===== config.mk =====
export PLATFORM = sky130hd
export DESIGN_NAME = gtm_trigger
export DESIGN_NICKNAME = d
export VERILOG_FILES = /design/src/logic/gtm_pkg.sv /design/src/logic/gtm_trigger.sv
export SDC_FILE = /design/constraint.sdc
export NUM_CORES = 1
export LEC_CHECK = 0
export ABC_AREA = 1
export ABC_CLOCK_PERIOD_IN_PS = 1750
export BUFFER_PORTS_ARGS = -buffer_cell sky130_fd_sc_hd__buf_2
export CORE_MARGIN = 5
export CORE_UTILIZATION = 30
export DETAILED_ROUTE_END_ITERATION = 16
export HOLD_SLACK_MARGIN = 0.1
export SLEW_MARGIN = 40
export SYNTH_ARGS = -nofsm -noshare
export SYNTH_HDL_FRONTEND = slang
export SYNTH_SLANG_ARGS = --single-unit

===== constraint.sdc =====
create_clock -name i_ref_clk -period 1.75 [get_ports i_ref_clk]
set_clock_uncertainty 0.15 [all_clocks]
set_input_delay 0.175 -clock i_ref_clk [delete_from_list [all_inputs] [get_ports i_ref_clk]]
set_output_delay 0.175 -clock i_ref_clk [all_outputs]
set_load 0.03 [all_outputs]

===== src/logic/gtm_pkg.sv =====
// Summary of operation
// RULE1: Each enabled input pin uses its trigger-type bit to pick level or edge detection.
// RULE2: Trigger-type bit zero selects level detection, one selects edge detection.
// RULE3: Trigger-type and dual-edge registers hold one independent bit per pin, bits 0 to 8.
// RULE4: Software writes zero into bits 9 to 31 of both registers.
// RULE5: Trigger type matters only for pins that are inputs with interrupt enabled.
// RULE6: Dual-edge bit acts only in edge mode and is ignored in level mode.
// RULE7: Dual-edge bit one makes rising and falling edges both raise the interrupt.
// RULE8: Dual-edge bit zero in edge mode lets only the polarity-chosen edge trigger.
// RULE9: Trigger-type register is a 32-bit read/write register reading back as written.
// RULE10: Polarity zero means high level or rising edge, one means low or falling.
// RULE11: A pin is an interrupt source only while its enable bit is one.
// RULE12: A qualifying event is latched per pin until software writes one to clear it.
// RULE13: Both registers reset to zero; edges compare input with its previous sample.
package gtm_pkg;

  localparam int GTM_PINS = 9;
  localparam int GTM_ADDR_W = 8;
  localparam int GTM_DATA_W = 32;
  localparam int GTM_SYNC_STAGES = 3;

  localparam logic [GTM_ADDR_W-1:0] GTM_OFS_PIN_LEVEL = 8'h00;
  localparam logic [GTM_ADDR_W-1:0] GTM_OFS_PIN_INPUT = 8'h08;
  localparam logic [GTM_ADDR_W-1:0] GTM_OFS_SOURCE_ENABLE = 8'h10;
  localparam logic [GTM_ADDR_W-1:0] GTM_OFS_POLARITY = 8'h14;
  localparam logic [GTM_ADDR_W-1:0] GTM_OFS_TRIGGER_TYPE = 8'h18;
  localparam logic [GTM_ADDR_W-1:0] GTM_OFS_DUAL_EDGE = 8'h1C;
  localparam logic [GTM_ADDR_W-1:0] GTM_OFS_LATCH_CLEAR = 8'h20;
  localparam logic [GTM_ADDR_W-1:0] GTM_OFS_IRQ_STATUS = 8'h28;
  localparam logic [GTM_ADDR_W-1:0] GTM_OFS_IRQ_MASK = 8'h2C;

  localparam logic [GTM_PINS-1:0] GTM_RST_PIN_INPUT = 9'h1FF;
  localparam logic [GTM_PINS-1:0] GTM_RST_SOURCE_ENABLE = 9'h000;
  localparam logic [GTM_PINS-1:0] GTM_RST_POLARITY = 9'h000;
  localparam logic [GTM_PINS-1:0] GTM_RST_TRIGGER_TYPE = 9'h000;
  localparam logic [GTM_PINS-1:0] GTM_RST_DUAL_EDGE = 9'h000;
  localparam logic [GTM_PINS-1:0] GTM_RST_IRQ_STATUS = 9'h000;
  localparam logic [GTM_PINS-1:0] GTM_RST_IRQ_MASK = 9'h000;

  localparam logic GTM_TRIGGER_LEVEL = 1'h0;
  localparam logic GTM_TRIGGER_EDGE = 1'h1;
  localparam logic GTM_POLARITY_HIGH_RISE = 1'h0;
  localparam logic GTM_POLARITY_LOW_FALL = 1'h1;

  typedef struct packed {
    logic read;
    logic write;
    logic [GTM_ADDR_W-1:0] address;
    logic [3:0] byteenable;
    logic [GTM_DATA_W-1:0] writedata;
  } gtm_bus_req_type;

  typedef enum logic {
    GTM_BUS_IDLE,
    GTM_BUS_ANSWER
  } gtm_bus_state_type;

endpackage


===== src/logic/gtm_trigger.sv =====
module gtm_trigger import gtm_pkg::*; (
  input wire logic i_ref_clk,
  input wire logic i_resetn,
  input wire logic i_clk_en,
  input wire gtm_bus_req_type i_bus,
  output logic [GTM_DATA_W-1:0] o_readdata,
  output logic o_waitrequest,
  input wire logic [GTM_PINS-1:0] i_gpio_in,
  output logic o_irq
);

  // Merges the low byte lanes of a write into a pin-wide register image.
  // Bits 9 to 31 are dropped, so reserved bits always read as zero.
  function automatic logic [GTM_PINS-1:0] merge_write(
    input logic [GTM_PINS-1:0] old_value,
    input logic [GTM_DATA_W-1:0] data,
    input logic [3:0] byteenable
  );
    logic [GTM_PINS-1:0] result;
    result = old_value;
    if (byteenable[0]) begin
      result[7:0] = data[7:0];
    end
    if (byteenable[1]) begin
      result[8] = data[8];
    end
    return result;
  endfunction

  // Picks out the write-one-to-clear bits of a write within the live byte lanes.
  function automatic logic [GTM_PINS-1:0] clear_bits(
    input logic [GTM_DATA_W-1:0] data,
    input logic [3:0] byteenable
  );
    logic [GTM_PINS-1:0] result;
    result = '0;
    if (byteenable[0]) begin
      result[7:0] = data[7:0];
    end
    if (byteenable[1]) begin
      result[8] = data[8];
    end
    return result;
  endfunction

  function automatic logic [GTM_DATA_W-1:0] widen(input logic [GTM_PINS-1:0] value);
    return {{(GTM_DATA_W-GTM_PINS){1'h0}}, value};
  endfunction

  gtm_bus_state_type bus_state;
  gtm_bus_state_type next_bus_state;

  logic [GTM_PINS-1:0] pin_sync_a;
  logic [GTM_PINS-1:0] pin_sync_b;
  logic [GTM_PINS-1:0] pin_sync_c;
  logic [GTM_PINS-1:0] pin_level;
  logic [GTM_PINS-1:0] pin_level_prev;

  logic [GTM_PINS-1:0] pin_input;
  logic [GTM_PINS-1:0] irq_source_enable;
  logic [GTM_PINS-1:0] irq_polarity_select;
  logic [GTM_PINS-1:0] irq_trigger_type_select;
  logic [GTM_PINS-1:0] irq_dual_edge_select;
  logic [GTM_PINS-1:0] irq_latch;
  logic [GTM_PINS-1:0] irq_mask;

  logic [GTM_PINS-1:0] pin_armed;
  logic [GTM_PINS-1:0] rise_seen;
  logic [GTM_PINS-1:0] fall_seen;
  logic [GTM_PINS-1:0] level_hit;
  logic [GTM_PINS-1:0] edge_hit;
  logic [GTM_PINS-1:0] pin_event;
  logic [GTM_PINS-1:0] latch_clear;

  logic bus_request;
  logic bus_commit;
  logic write_commit;
  logic [GTM_DATA_W-1:0] next_readdata;

  // Bus handshake: a request is looked at in the idle state and answered
  // one cycle later, so with the clock enable high every access takes exactly two edges.
  assign bus_request = i_bus.read | i_bus.write;
  assign bus_commit = i_clk_en & (bus_state == GTM_BUS_ANSWER);
  assign write_commit = bus_commit & i_bus.write;

  // Waitrequest stays high while the clock enable is low, because the
  // master would otherwise finish an access that the registers never saw.
  assign o_waitrequest = ~bus_commit;

  always_comb begin
    next_bus_state = bus_state;
    unique case (bus_state)
      GTM_BUS_IDLE: begin
        if (bus_request) begin
          next_bus_state = GTM_BUS_ANSWER;
        end
      end
      GTM_BUS_ANSWER: begin
        next_bus_state = GTM_BUS_IDLE;
      end
    endcase
  end

  always_ff @(posedge i_ref_clk or negedge i_resetn) begin
    if (!i_resetn) begin
      bus_state <= GTM_BUS_IDLE;
    end else if (i_clk_en) begin
      bus_state <= next_bus_state;
    end
  end

  // Read data is captured in the idle cycle and stands through the answer.
  always_comb begin
    next_readdata = '0;
    unique case (i_bus.address)
      GTM_OFS_PIN_LEVEL: next_readdata = widen(pin_level);
      GTM_OFS_PIN_INPUT: next_readdata = widen(pin_input);
      GTM_OFS_SOURCE_ENABLE: next_readdata = widen(irq_source_enable);
      GTM_OFS_POLARITY: next_readdata = widen(irq_polarity_select);
      GTM_OFS_TRIGGER_TYPE: next_readdata = widen(irq_trigger_type_select); // see RULE9
      GTM_OFS_DUAL_EDGE: next_readdata = widen(irq_dual_edge_select);
      GTM_OFS_IRQ_STATUS: next_readdata = widen(irq_latch);
      GTM_OFS_IRQ_MASK: next_readdata = widen(irq_mask);
      default: next_readdata = '0;
    endcase
  end

  always_ff @(posedge i_ref_clk or negedge i_resetn) begin
    if (!i_resetn) begin
      o_readdata <= '0;
    end else if (i_clk_en && bus_state == GTM_BUS_IDLE && i_bus.read) begin
      o_readdata <= next_readdata;
    end
  end

  // Pin inputs are asynchronous; a new level is accepted only once the
  // second and third stages agree, which rejects a single-cycle glitch.
  always_ff @(posedge i_ref_clk or negedge i_resetn) begin
    if (!i_resetn) begin
      pin_sync_a <= '0;
      pin_sync_b <= '0;
      pin_sync_c <= '0;
    end else if (i_clk_en) begin
      pin_sync_a <= i_gpio_in;
      pin_sync_b <= pin_sync_a;
      pin_sync_c <= pin_sync_b;
    end
  end

  always_ff @(posedge i_ref_clk or negedge i_resetn) begin
    if (!i_resetn) begin
      pin_level <= '0;
    end else if (i_clk_en) begin
      for (int i = 0; i < GTM_PINS; i++) begin
        if (pin_sync_b[i] == pin_sync_c[i]) begin
          pin_level[i] <= pin_sync_c[i];
        end
      end
    end
  end

  always_ff @(posedge i_ref_clk or negedge i_resetn) begin
    if (!i_resetn) begin
      pin_level_prev <= '0;
    end else if (i_clk_en) begin
      pin_level_prev <= pin_level; // see RULE13
    end
  end

  // Configuration registers.
  always_ff @(posedge i_ref_clk or negedge i_resetn) begin
    if (!i_resetn) begin
      pin_input <= GTM_RST_PIN_INPUT;
    end else if (write_commit && i_bus.address == GTM_OFS_PIN_INPUT) begin
      pin_input <= merge_write(pin_input, i_bus.writedata, i_bus.byteenable);
    end
  end

  always_ff @(posedge i_ref_clk or negedge i_resetn) begin
    if (!i_resetn) begin
      irq_source_enable <= GTM_RST_SOURCE_ENABLE;
    end else if (write_commit && i_bus.address == GTM_OFS_SOURCE_ENABLE) begin
      irq_source_enable <= merge_write(irq_source_enable, i_bus.writedata, i_bus.byteenable);
    end
  end

  always_ff @(posedge i_ref_clk or negedge i_resetn) begin
    if (!i_resetn) begin
      irq_polarity_select <= GTM_RST_POLARITY;
    end else if (write_commit && i_bus.address == GTM_OFS_POLARITY) begin
      irq_polarity_select <= merge_write(irq_polarity_select, i_bus.writedata,
        i_bus.byteenable);
    end
  end

  // Upper bits are expected to be written as zero; they are not stored.
  always_ff @(posedge i_ref_clk or negedge i_resetn) begin
    if (!i_resetn) begin
      irq_trigger_type_select <= GTM_RST_TRIGGER_TYPE; // see RULE13
    end else if (write_commit && i_bus.address == GTM_OFS_TRIGGER_TYPE) begin
      irq_trigger_type_select <= merge_write(irq_trigger_type_select, i_bus.writedata,
        i_bus.byteenable); // see RULE3 see RULE9 see RULE4
    end
  end

  always_ff @(posedge i_ref_clk or negedge i_resetn) begin
    if (!i_resetn) begin
      irq_dual_edge_select <= GTM_RST_DUAL_EDGE; // see RULE13
    end else if (write_commit && i_bus.address == GTM_OFS_DUAL_EDGE) begin
      irq_dual_edge_select <= merge_write(irq_dual_edge_select, i_bus.writedata,
        i_bus.byteenable); // see RULE3 see RULE4
    end
  end

  always_ff @(posedge i_ref_clk or negedge i_resetn) begin
    if (!i_resetn) begin
      irq_mask <= GTM_RST_IRQ_MASK;
    end else if (write_commit && i_bus.address == GTM_OFS_IRQ_MASK) begin
      irq_mask <= merge_write(irq_mask, i_bus.writedata, i_bus.byteenable);
    end
  end

  // Event detection per pin.
  assign pin_armed = pin_input & irq_source_enable; // see RULE5 see RULE11
  assign rise_seen = pin_level & ~pin_level_prev; // see RULE13
  assign fall_seen = ~pin_level & pin_level_prev;

  always_comb begin
    level_hit = '0;
    edge_hit = '0;
    for (int i = 0; i < GTM_PINS; i++) begin
      if (irq_polarity_select[i] == GTM_POLARITY_LOW_FALL) begin
        level_hit[i] = ~pin_level[i]; // see RULE10
      end else begin
        level_hit[i] = pin_level[i];
      end
      if (irq_dual_edge_select[i]) begin
        edge_hit[i] = rise_seen[i] | fall_seen[i]; // see RULE7
      end else if (irq_polarity_select[i] == GTM_POLARITY_LOW_FALL) begin
        edge_hit[i] = fall_seen[i]; // see RULE8 see RULE10
      end else begin
        edge_hit[i] = rise_seen[i]; // see RULE8
      end
    end
  end

  // The dual-edge bit only reaches the event through the edge branch,
  // so in level mode it has no effect at all.
  always_comb begin
    pin_event = '0;
    for (int i = 0; i < GTM_PINS; i++) begin
      if (irq_trigger_type_select[i] == GTM_TRIGGER_EDGE) begin
        pin_event[i] = pin_armed[i] & edge_hit[i]; // see RULE1 see RULE2 see RULE6
      end else begin
        pin_event[i] = pin_armed[i] & level_hit[i]; // see RULE1 see RULE2
      end
    end
  end

  // Latch clear comes from either the dedicated clear register or a
  // write-one-to-clear on the status register; both clear the same latch.
  always_comb begin
    latch_clear = '0;
    if (write_commit && (i_bus.address == GTM_OFS_LATCH_CLEAR ||
        i_bus.address == GTM_OFS_IRQ_STATUS)) begin
      latch_clear = clear_bits(i_bus.writedata, i_bus.byteenable);
    end
  end

  // A new event wins over a clear in the same cycle. A persisting active
  // level therefore keeps the latch set through the clear, with no cycle at zero.
  always_ff @(posedge i_ref_clk or negedge i_resetn) begin
    if (!i_resetn) begin
      irq_latch <= GTM_RST_IRQ_STATUS;
    end else if (i_clk_en) begin
      irq_latch <= (irq_latch & ~latch_clear) | pin_event; // see RULE12
    end
  end

  always_ff @(posedge i_ref_clk or negedge i_resetn) begin
    if (!i_resetn) begin
      o_irq <= 1'h0;
    end else if (i_clk_en) begin
      o_irq <= |(((irq_latch & ~latch_clear) | pin_event) & irq_mask);
    end
  end

endmodule


### Yosys cells after proc, flatten, opt, wreduce, memory -nomap -nowiden

Index checks and enable logic that the tools add are counted.

* $add $sub $neg: 0
* multipliers: 0
* divide/modulo/power cells: 0
* order comparisons: 0
* eq/ne operators: 17
* shift operators: 0
* multiplexer cells: 42
* bitwise logic cells: 50
* reductions and logical operators: 33

Operator list (number)
* case mux 9 bit (8 select lines): 1
* AND 9 bit: 5
* AND reduction 2 bit: 21
* 2-to-1 mux 1 bit: 38
* equality test 8 x 5 -> 1 bit, second input constant: 4
* NOT 9 bit: 3
* equality test 8 x 6 -> 1 bit, second input constant: 3
* AND 1 bit: 20
* NOT 1 bit: 11
* OR 1 bit: 10
* equality test 1 bit: 9
* logical AND 1 bit: 9
* 2-to-1 mux 9 bit: 1
* OR 9 bit: 1
* OR reduction 9 bit: 1
* equality test 8 x 4 -> 1 bit, second input constant: 1
* logical NOT 8 bit: 1
* 2-to-1 mux 8 bit: 1
* case mux 1 bit (2 select lines): 1
* logical OR 1 bit: 1

* register bits after elaboration: 142
* latch bits: 0
* RAM bits: 0
* memory bits (read-only): 0
* output and inout bits: 34
* logic and storage cells: 171
* memories kept: 0

### Logic depth before layout (Yosys ltp)

Gate-level depths: netlist (run 1).

* word-level depth: 9
* depth in mapped cells: 12
* depth with buffers taken out: 12

### Least setup slack after synthesis (run 1)

Ideal clock, no wire load.

* path type: register -> register
* start point: register pin_level[3]
* end point: register o_irq
* arrival time: 1320 ps
* path slack: 202 ps
* stages on the path, launching flop included: 12
* path buffers: 0
* period minus slack after synthesis: 1548 ps
* cell sequence: dfrtp_1 inv_1 ha_1 nor2_1 nor2_1 nand2_1 nand3_1 nand2_1 nand2_1 nand3_1 nor2_1 a21oi_1

* cells in the longest elaborated chain, start to end: 9
* elaborated cells between the ends (all ways): 14
* those cells by class: mux: 4; bitwise: 9; reduce/logical: 1

RTL lines
* start: declaration: RTL line gtm_trigger.sv:56 `logic [GTM_PINS-1:0] pin_level;`
* start signal: indexed assignment: RTL line gtm_trigger.sv:156 `pin_level[i] <= pin_sync_c[i];`
* NOT 9 bit: RTL line gtm_trigger.sv:226 `assign fall_seen = ~pin_level & pin_level_prev;`
* AND 9 bit: RTL line gtm_trigger.sv:226
* 2-to-1 mux 1 bit or OR 1 bit (tied branches): RTL line gtm_trigger.sv:239, gtm_trigger.sv:238
* 2-to-1 mux 1 bit: RTL line gtm_trigger.sv:237 `if (irq_dual_edge_select[i]) begin`
* AND 1 bit: RTL line gtm_trigger.sv:253 `pin_event[i] = pin_armed[i] & edge_hit[i];`
* 2-to-1 mux 1 bit (*): RTL line gtm_trigger.sv:252 `if (irq_trigger_type_select[i] == GTM_TRIGGER_EDGE) begin`
* OR 9 bit (*): RTL line gtm_trigger.sv:284 `o_irq <= |(((irq_latch & ~latch_clear) | pin_event) & irq_mask);`
* AND 9 bit (*): RTL line gtm_trigger.sv:284
* OR reduction 9 bit (*): RTL line gtm_trigger.sv:284
* end signal: assignment: RTL line gtm_trigger.sv:284
* end: declaration: RTL line gtm_trigger.sv:9 `output logic o_irq`

Every way passes the cells marked *; elsewhere a longest branch is shown, timed or not.
A chain may end at the register's enable or synchronous reset.

### Final worst setup path (run 1)

* start point: register pin_level[8]
* end point: register o_irq

Same word-level chain as after synthesis.

==> results of run 1 <==
==> power groups by stage <==
stage	clock (mW)	sequential [mW]	combinational, mW
after global placement	0	3.12	0.869
after CTS	3.76	3.08	0.955
after detailed placement	0	3.13	0.896
after global routing	3.89	3.11	1.20
final	3.70	3.09	1.05
after floorplan	0	3.10	0.567
==> cell families after synthesis <==
| group | synth area share |
|---|---|
| AO/OA/AOI/OAI | 0.1150 |
| other | 0.0005913 |
| AND/OR/NAND/NOR | 0.2746 |
| flip-flops | 0.4713 |
| adder cells (fa/ha/maj) | 0.03551 |
| buffers and inverters | 0.1030 |
==> per-layer routing <==
layer  up-vias  part of all wire  routed length (µm)  global-route usage
met3        24             0.041                 693             0.02921
met1      2583              0.51                8510              0.2043
met4         0             0.016                 261             0.04794
met2       107              0.44                7326              0.2130
li1       2832                 -                   -                   -
met5         -                 0                   0                   0
==> worst paths after layout <==
| check | cells after the start | to |
|---|---|---|
| worst max-delay path | 11 | o_irq |
| worst min-delay path | 4 | pin_sync_b[4] |
| worst max register to register | 11 | o_irq |
| worst min register to register | 2 | pin_sync_a[5] |
| max in group asynchronous | 3 | pin_input[4] |
| min in group asynchronous | 2 | pin_level_prev[1] |
==> synthesized netlist by cell type (all sizes together) (7+ instances only) <==
library cell / instances / area [µm²]
buf: 38 / 279.0
clkbuf: 8 / 30.03
dfrtp: 110 / 2753
dfstp: 9 / 236.5
ha: 18 / 225.2
inv: 87 / 326.6
nand2: 323 / 1220
nand3: 36 / 225.2
nand3b: 7 / 52.55
nor2: 54 / 207.7
o21ai: 116 / 610.6
o22ai: 9 / 56.30
==> through the flow <==
| step | hold slack [ns] | setup TNS (ns) | total power, mW | worst slack (ns) |
|---|---|---|---|---|
| 6_report | 0.1139 | 0 | 7.839 | 0.02956 |
| 5_1_grt | 0.1310 | -0.1487 | 8.204 | -0.09112 |
| 4_1_cts | 0.1001 | 0 | 7.794 | 0.002600 |
| 3_5_place_dp | 0.03889 | -0.01285 | 4.022 | -0.01285 |
| 3_3_place_gp | 0.03679 | 0 | 3.986 | 0.01486 |
| 2_1_floorplan | -0.2706 | 0 | 3.666 | 0.2023 |
==> timing repair <==
action,CTS,global route
setup endpoints to repair,1,15
hold buffers,27,0
hold endpoints to repair,177,0
buffers inserted,0,9
pin swaps,0,15
gates resized for setup,1,28
==> area by class of cell <==
type / count / area share
clock buffers: 20 / 0.05442
clock inverters: 12 / 0.02149
inverters: 91 / 0.04192
multi-input cells: 599 / 0.3498
flip-flops and latches: 119 / 0.3645
well taps: 275 / 0.04192
repair buffers: 130 / 0.1259
==> tightest hold or removal path: stages <==
cell,delay (ns)
buf_2,0.13
buf_12,0.21
nand2_1,0.08
nand2_1,0.05
==> results.yml, run 1 <==
run_status:
  outcome: "finished, final reports clean"
clock_tree:
  htreeDepth: 4
  cts_sinks: 119
  clockBufferDepth: 2
  clk_latency_ns: 0.42
  cts_made_buffers: 17
  cts_tree: "done"
  path_clk_slew_ns: 0.06
  clock-root-buffer: "clkbuf_16"
placed_design:
  dp_hpwl_um: 11550
  port_buffers: 43
  placed_area_um2: 7148
  place.gp.congestion: 0.8112
  dp_cells: 1178
setup_path:
  crit_path_end_kind: "register"
  cp_common_cell: "nand2_1"
  crit_buf_inv: 1
  cp.arrival_ns: 1.88
  critical_path_class: "register to register"
  worst-path-max-fanout: 4
  crit_chain: "inv_2 > ha_1 > nor2_1 > nor2_1 > nand2_1 > nand3_2 > nand2_1 > nand2_1 > nand3_1 > nor2_2 > a21oi_2"
  required_ns: 1.91
  crit_family: "simple AND/OR/NAND/NOR gates"
  critPathSlowestCell: "dfrtp_1"
  worst_setup_path_start_kind: "register"
  r2r_start: "pin_level[8]"
  max_stage_delay_ns: 0.41
  reg2reg_slack_ns: 0.03
  crit_start: "pin_level[8]"
hold_path:
  min_from: "i_clk_en"
  min_path_type: "input port to register"
timing:
  rsz0062_at_grt: "true"
  drv_slew: 0
  fmax_ghz: 0.5812
  worst_slew_pin_slew_ns: 0.5195
  finalHoldViolCount: 0
  period_needed_ns: 1.720
  slew_headroom: 0.6537
  final.period_utilization: 0.9831
  setup_viol: 0
global_routing:
  grt_pass1_vias: 5195
  grtUsageTotal: 0.1421
  grt_antenna_before_repair: 0
  grt_max_degree: 70
  grt_pass1_wl_um: 26990
  grt-ovfl-total: 0
layout:
  final_common_cell: "nand2_1"
  syn2layout_area_growth_pct: 29.41
  fillers: 2127
  antennaDiodeCount: 0
  final_cell_mix: "nand2_1 (315), dfrtp_1 (108), o21ai_0 (103), inv_1 (79), buf_4 (52)"
  multi_input_area_um2: 2872
  drive_gt1_frac: 0.1957
  ff_latch_area_um2: 2992
  post-route-util: 0.3929
  stdcell_area_um2: 8208
  nets: 1034
  final_cell_count_no_fill: 1246
yosys:
  ys.flop_type: "dfrtp_1"
  synthArstFlopShare: 1.000
  yosysWarningCount: 0
  ys_ff_latch: 119
  yosysUniqueCellTypes: 31
  synth-edff-count: 0
  synth.avg_cell_area_um2: 7.614
  synth_cells: 833
  synthesis.area_um2: 6342
  ys_seq_area_frac: 0.4713
route:
  drc_errors: 0
  routed_wl_um: 16790
  ant_nets: 0
  avgRoutedWirePerCell_um: 13.48
  drtIter0Drc: 343
  vias: 5546
  first_pass_iters: 5
  via_per_inst: 4.451
pwr:
  power.density_nw_per_um2: 955.1
  p_int_mw: 5.794
  vdd_ir_drop_max_mv: 0.7029
  power_frac_comb: 0.133
  seq_power_share: 0.394
  power.leakage_nw: 3.978
  p_sw_mw: 2.045
  netSwitchingFraction: 0.2609
  clkPwrFrac: 0.472
flow_run:
  drv_cap: 0
floorplan:
  rows: 53
  chipHeight_um: 155.4
  die_area_um2: 24150
  initial_core_util: 0.3036
  core-area_um2: 20890
  io_pins: 92
  die_w_um: 155.4
No activity file was read; power rests on OpenSTA's default activity.
==> run 2: changes to the inputs <==
- ABC_CLOCK_PERIOD_IN_PS: 1750 -> 1500
- clock period: 1.75 -> 1.5 ns (I/O delays scaled with it)
==> run 2 against run 1 <==
  * The run now ends with setup timing left
  * Non-clock buffer count rose by 21
  * Worst hold slack better by 0.018 ns
  * Setup slack got worse by 0.24 ns
  * Critical endpoint unchanged
==> results.yml, run 2 (same netlist as run 1, synthesis figures left out) <==
flow_run:
  drv_cap: 0
timing:
  final.period_utilization: 1.140
  whs_ns: 0.1318
  rsz0062_at_grt: "true"
  finalSetupTns_ns: -7.734
  setup_viol: 56
  finalHoldViolCount: 0
  fmax_ghz: 0.5849
  finalWorstSetupSlack_ns: -0.2098
  period_needed_ns: 1.710
  drv_slew: 0
layout:
  antennaDiodeCount: 0
  final_common_cell: "nand2_1"
  nets: 1057
  ff_latch_area_um2: 2989
  final_cell_count_no_fill: 1269
  stdcell_area_um2: 8997
  drive_gt1_frac: 0.2907
  final_cell_mix: "nand2_1 (278), dfrtp_1 (110), inv_1 (74), buf_4 (63), o21ai_0 (60)"
  post-route-util: 0.4307
  multi_input_area_um2: 3333
  fillers: 2082
  syn2layout_area_growth_pct: 41.86
clock_tree:
  cts_made_buffers: 17
  cts_sinks: 119
  clk_latency_ns: 0.41
  clock-root-buffer: "clkbuf_16"
  cts_tree: "done"
  path_clk_slew_ns: 0.06
  clockBufferDepth: 2
  htreeDepth: 4
placed_design:
  place.gp.congestion: 0.8030
  dp_cells: 1191
  placed_area_um2: 7258
  dp_hpwl_um: 11690
  port_buffers: 43
global_routing:
  grt_antenna_before_repair: 0
  grt-ovfl-total: 0
  grtUsageTotal: 0.1500
  grt_pass1_vias: 5560
  grt_pass1_wl_um: 28430
  grt_max_degree: 55
setup_path:
  worst-path-max-fanout: 3
  critPathSlowestCell: "dfrtp_1"
  reg2reg_slack_ns: -0.21
  crit_chain: "inv_2 > ha_4 > nor2_1 > nor2_1 > nand2_1 > nand3b_1 > nand2_1 > nand2_1 > nand3_2 > nor2_2 > a21oi_1"
  reg2reg_to: "o_irq"
  ff2ff_path_depth: 11
  cp_common_cell: "nand2_1"
  crit_path_end_kind: "register"
  critical_path_class: "register to register"
  required_ns: 1.65
  worst_setup_path_start_kind: "register"
  r2r_start: "pin_level[1]"
  cp.arrival_ns: 1.86
  max_stage_delay_ns: 0.38
hold_path:
  hold_end: "irq_polarity_select[8]"
  min_from: "i_bus[39]"
  min_path_cells: 6
  min_path_type: "input port to register"
route:
  vias: 5797
  avgRoutedWirePerCell_um: 14.68
  routed_wl_um: 18630
  via_per_inst: 4.568
  drc_errors: 0
  ant_nets: 0
  first_pass_iters: 5
  drtIter0Drc: 332
run_status:
  violations: "setup timing"
  outcome: "complete, but fails checks"
floorplan:
  die_area_um2: 24150
  initial_core_util: 0.3036
  core-area_um2: 20890
  die_w_um: 155.4
  chipHeight_um: 155.4
  rows: 53
  io_pins: 92
pwr:
  power.leakage_nw: 4.249
  power.density_nw_per_um2: 1071
  vdd_ir_drop_max_mv: 0.7137
==> run 2: through the flow <==
step | worst slack (ns) | total power, mW
2_1_floorplan | -0.02837 | 4.284
3_3_place_gp | -0.2160 | 4.707
3_5_place_dp | -0.2081 | 4.741
4_1_cts | -0.1688 | 9.503
5_1_grt | -0.3195 | 10.06
6_report | -0.2098 | 9.635
==> run 2: power by group <==
part,internal [mW],switching (mW)
logic,0.644,0.796
clock network,3.12,1.47
registers,3.43,0.176
total,7.20,2.44
==> run 2: cell type report <==
class	count	share of cell area
clock buffer	24	0.05465
clock inverter	8	0.01863
inverter	91	0.03866
multi-input combinational	601	0.3705
sequential	119	0.3322
tap	275	0.03824
timing repair buffer	151	0.1471
==> run 2: how the worst max path moves through the flow <==
stage / start / end / slack, ns / cells past startpoint
finish: pin_level[1] / o_irq / -0.21 / 11
detailed placement: i_bus[37] / o_irq / -0.21 / 13
global route: pin_level[5] / o_irq / -0.32 / 11
global placement: i_bus[37] / o_irq / -0.22 / 13
CTS: pin_level[5] / o_irq / -0.17 / 11
floorplan: pin_level[5] / o_irq / -0.03 / 11
==> run 2: worst max-delay path: cells and delay by family, from the launching register on <==
kind	cells	cell delay (ns)
simple gates	8	0.68
buf+inv	1	0.07
flops	1	0.38
fa+ha+maj	1	0.25
compound gates	1	0.07
==> run 2: routing by layer <==
metal,vias up,track usage,part of all wire
met5,-,0,0
met2,164,0.2200,0.44
met3,23,0.03255,0.061
met4,0,0.05336,0.017
met1,2728,0.2176,0.48
li1,2882,-,-
==> run 2: what timing repair did <==
item | in CTS | in global routing
hold endpoints to repair | 195 | 0
hold buffers | 24 | 0
gates cloned | 2 | 4
gates resized for setup | 11 | 175
pin swaps | 8 | 39
setup buffers | 10 | 7
setup endpoints to repair | 16 | 55
==> run 3: changes to the inputs <==
- CORE_UTILIZATION: 30 -> 52
- PLACE_DENSITY: default -> 0.76
==> run 3 against run 2 <==
  * The flow still finishes with violations (setup timing)
  * Sequential power hardly changed
  * Flip-flop and latch count stayed put
  * Total power decreased by 11%
  * Count of clock-buffer cells in the layout is 4 lower
  * Core utilization up 29 points
  * Via count is 10% higher
  * Critical path depth unchanged
  * Maximum frequency shrank 7.1%
  * Sequential share of layout area increased by 1.4 points
  * Critical path type unchanged
  * Critical endpoint unchanged
==> results.yml, run 3 (same netlist as run 1, synthesis figures left out) <==
layout:
  drive_gt1_frac: 0.2808
  antennaDiodeCount: 0
  final_cell_mix: "nand2_1 (278), dfrtp_1 (110), inv_1 (75), buf_4 (72), o21ai_0 (65)"
  stdcell_area_um2: 8623
  final_common_cell: "nand2_1"
  syn2layout_area_growth_pct: 35.96
  nets: 1071
route:
  vias: 6393
  first_pass_iters: 8
  ant_nets: 0
  avgRoutedWirePerCell_um: 16.98
  routed_wl_um: 19620
  via_per_inst: 5.535
  drtIter0Drc: 905
  drc_errors: 0
floorplan:
  die_w_um: 120.4
  initial_core_util: 0.5302
  die_area_um2: 14510
  io_pins: 92
  core-area_um2: 11960
  rows: 40
  chipHeight_um: 120.4
setup_path:
  critical_path_class: "register to register"
  crit_path_end_kind: "register"
  ff2ff_path_depth: 11
  max_stage_delay_ns: 0.43
  crit_cells: 11
  worst_setup_path_start_kind: "register"
  required_ns: 1.63
  worst-path-max-fanout: 3
  crit_family: "simple AND/OR/NAND/NOR gates"
  cp.arrival_ns: 1.97
  crit_buf_inv: 1
  critPathSlowestCell: "dfrtp_1"
  crit_chain: "inv_2 > ha_4 > nor2_4 > nor2_2 > nand2_1 > nand3b_1 > nand2_2 > nand2_2 > nand3_4 > nor2_4 > a21oi_2"
  reg2reg_slack_ns: -0.34
clock_tree:
  clk_latency_ns: 0.41
  path_clk_slew_ns: 0.06
  cts_made_buffers: 17
  cts_tree: "done"
  clockBufferDepth: 2
  clock-root-buffer: "clkbuf_16"
  cts_sinks: 119
  htreeDepth: 4
timing:
  period_needed_ns: 1.841
  finalWorstSetupSlack_ns: -0.3409
  rsz0062_at_grt: "true"
  finalHoldViolCount: 0
  final.period_utilization: 1.227
  setup_viol: 63
  drv_slew: 0
  fmax_ghz: 0.5432
global_routing:
  grt_pass1_wl_um: 26670
  grt_pass1_vias: 5559
  grt-ovfl-total: 0
  grtUsageTotal: 0.2320
  grt_antenna_before_repair: 0
  grt_max_degree: 55
pwr:
  p_total_mw: 8.620
  power.leakage_nw: 4.253
  vdd_ir_drop_max_mv: 0.8180
  power.density_nw_per_um2: 999.6
placed_design:
  port_buffers: 43
  placed_area_um2: 7148
  dp_slack_ns: -0.2455
  place.gp.congestion: 0.9064
  dp_hpwl_um: 11020
flow_run:
  drv_cap: 0
run_status:
  violations: "setup timing"
  outcome: "complete, but fails checks"
hold_path:
  min_path_cells: 6
  min_path_type: "input port to register"
run 3: cell types whose count changed in the layout (fill, tap and decap cells not counted), sizes merged:
| cell | before | now |
|---|---|---|
| bufinv | 5 | 0 |
| inv | 87 | 89 |
| clkinvlp | 1 | 3 |
| clkinv | 6 | 11 |
| clkbuf | 27 | 24 |
| buf | 124 | 137 |
run 3: tightest hold or removal path, delay by kind of cell:
family | cells | cell delay, ns
buf+inv | 2 | 0.19
compound gates | 1 | 0.07
simple gates | 3 | 0.24
run 3: path summary, 6_finish.rpt:
| path | endpoint | startpoint |
|---|---|---|
| max | o_irq | pin_level[1] |
| min | irq_polarity_select[8] | i_bus[39] |
| max reg2reg | o_irq | pin_level[1] |
| min reg2reg | pin_sync_a[0] | pin_sync_a[0] |
| max in group asynchronous | irq_polarity_select[0] | i_resetn |
| min in group asynchronous | pin_sync_c[0] | i_resetn |
run 3: power by group:
group          total, mW  switching (mW)  internal [mW]
registers           3.60           0.170           3.43
logic               1.41           0.793          0.617
clock network       3.61            1.46           2.14
total               8.62            2.43           6.19
run 3: layout make-up:
type / count / area (µm²)
multi-input combinational: 601 / 3124
clock buffer: 20 / 446.7
inverter: 91 / 350.3
tap: 147 / 183.9
fill: 839 / 3338
timing repair buffer: 165 / 1450
clock inverter: 12 / 78.83
sequential: 119 / 2989
run 3: routing by layer:
layer  GRT usage  share of wire  vias up
met5           0              0        -
met4      0.1027          0.054        0
met3     0.05192          0.094      107
met2      0.3545           0.47      400
met1      0.3176           0.38     2967
li1            -              -     2919
run 3: metrics by stage:
step / util / hold WS, ns / std cells / setup TNS, ns
3_5_place_dp: 0.5976 / -0.1703 / 1068 / -7.463
6_report: 0.7209 / 0.1312 / 1155 / -6.861
3_3_place_gp: 0.5976 / -0.1695 / 1068 / -4.890
5_1_grt: 0.7209 / 0.1482 / 1155 / -9.236
4_1_cts: 0.6697 / 0.1312 / 1131 / -0.4849
2_1_floorplan: - / -0.2956 / 855 / -0.02837
run 3: timing repair:
item,4_1_cts,5_1_grt
pin swaps,5,31
hold buffers,24,0
gates cloned,0,7
gates resized for setup,15,140
endpoints found under the hold margin,184,0
buffers inserted,7,18
endpoints found under the setup margin,22,57
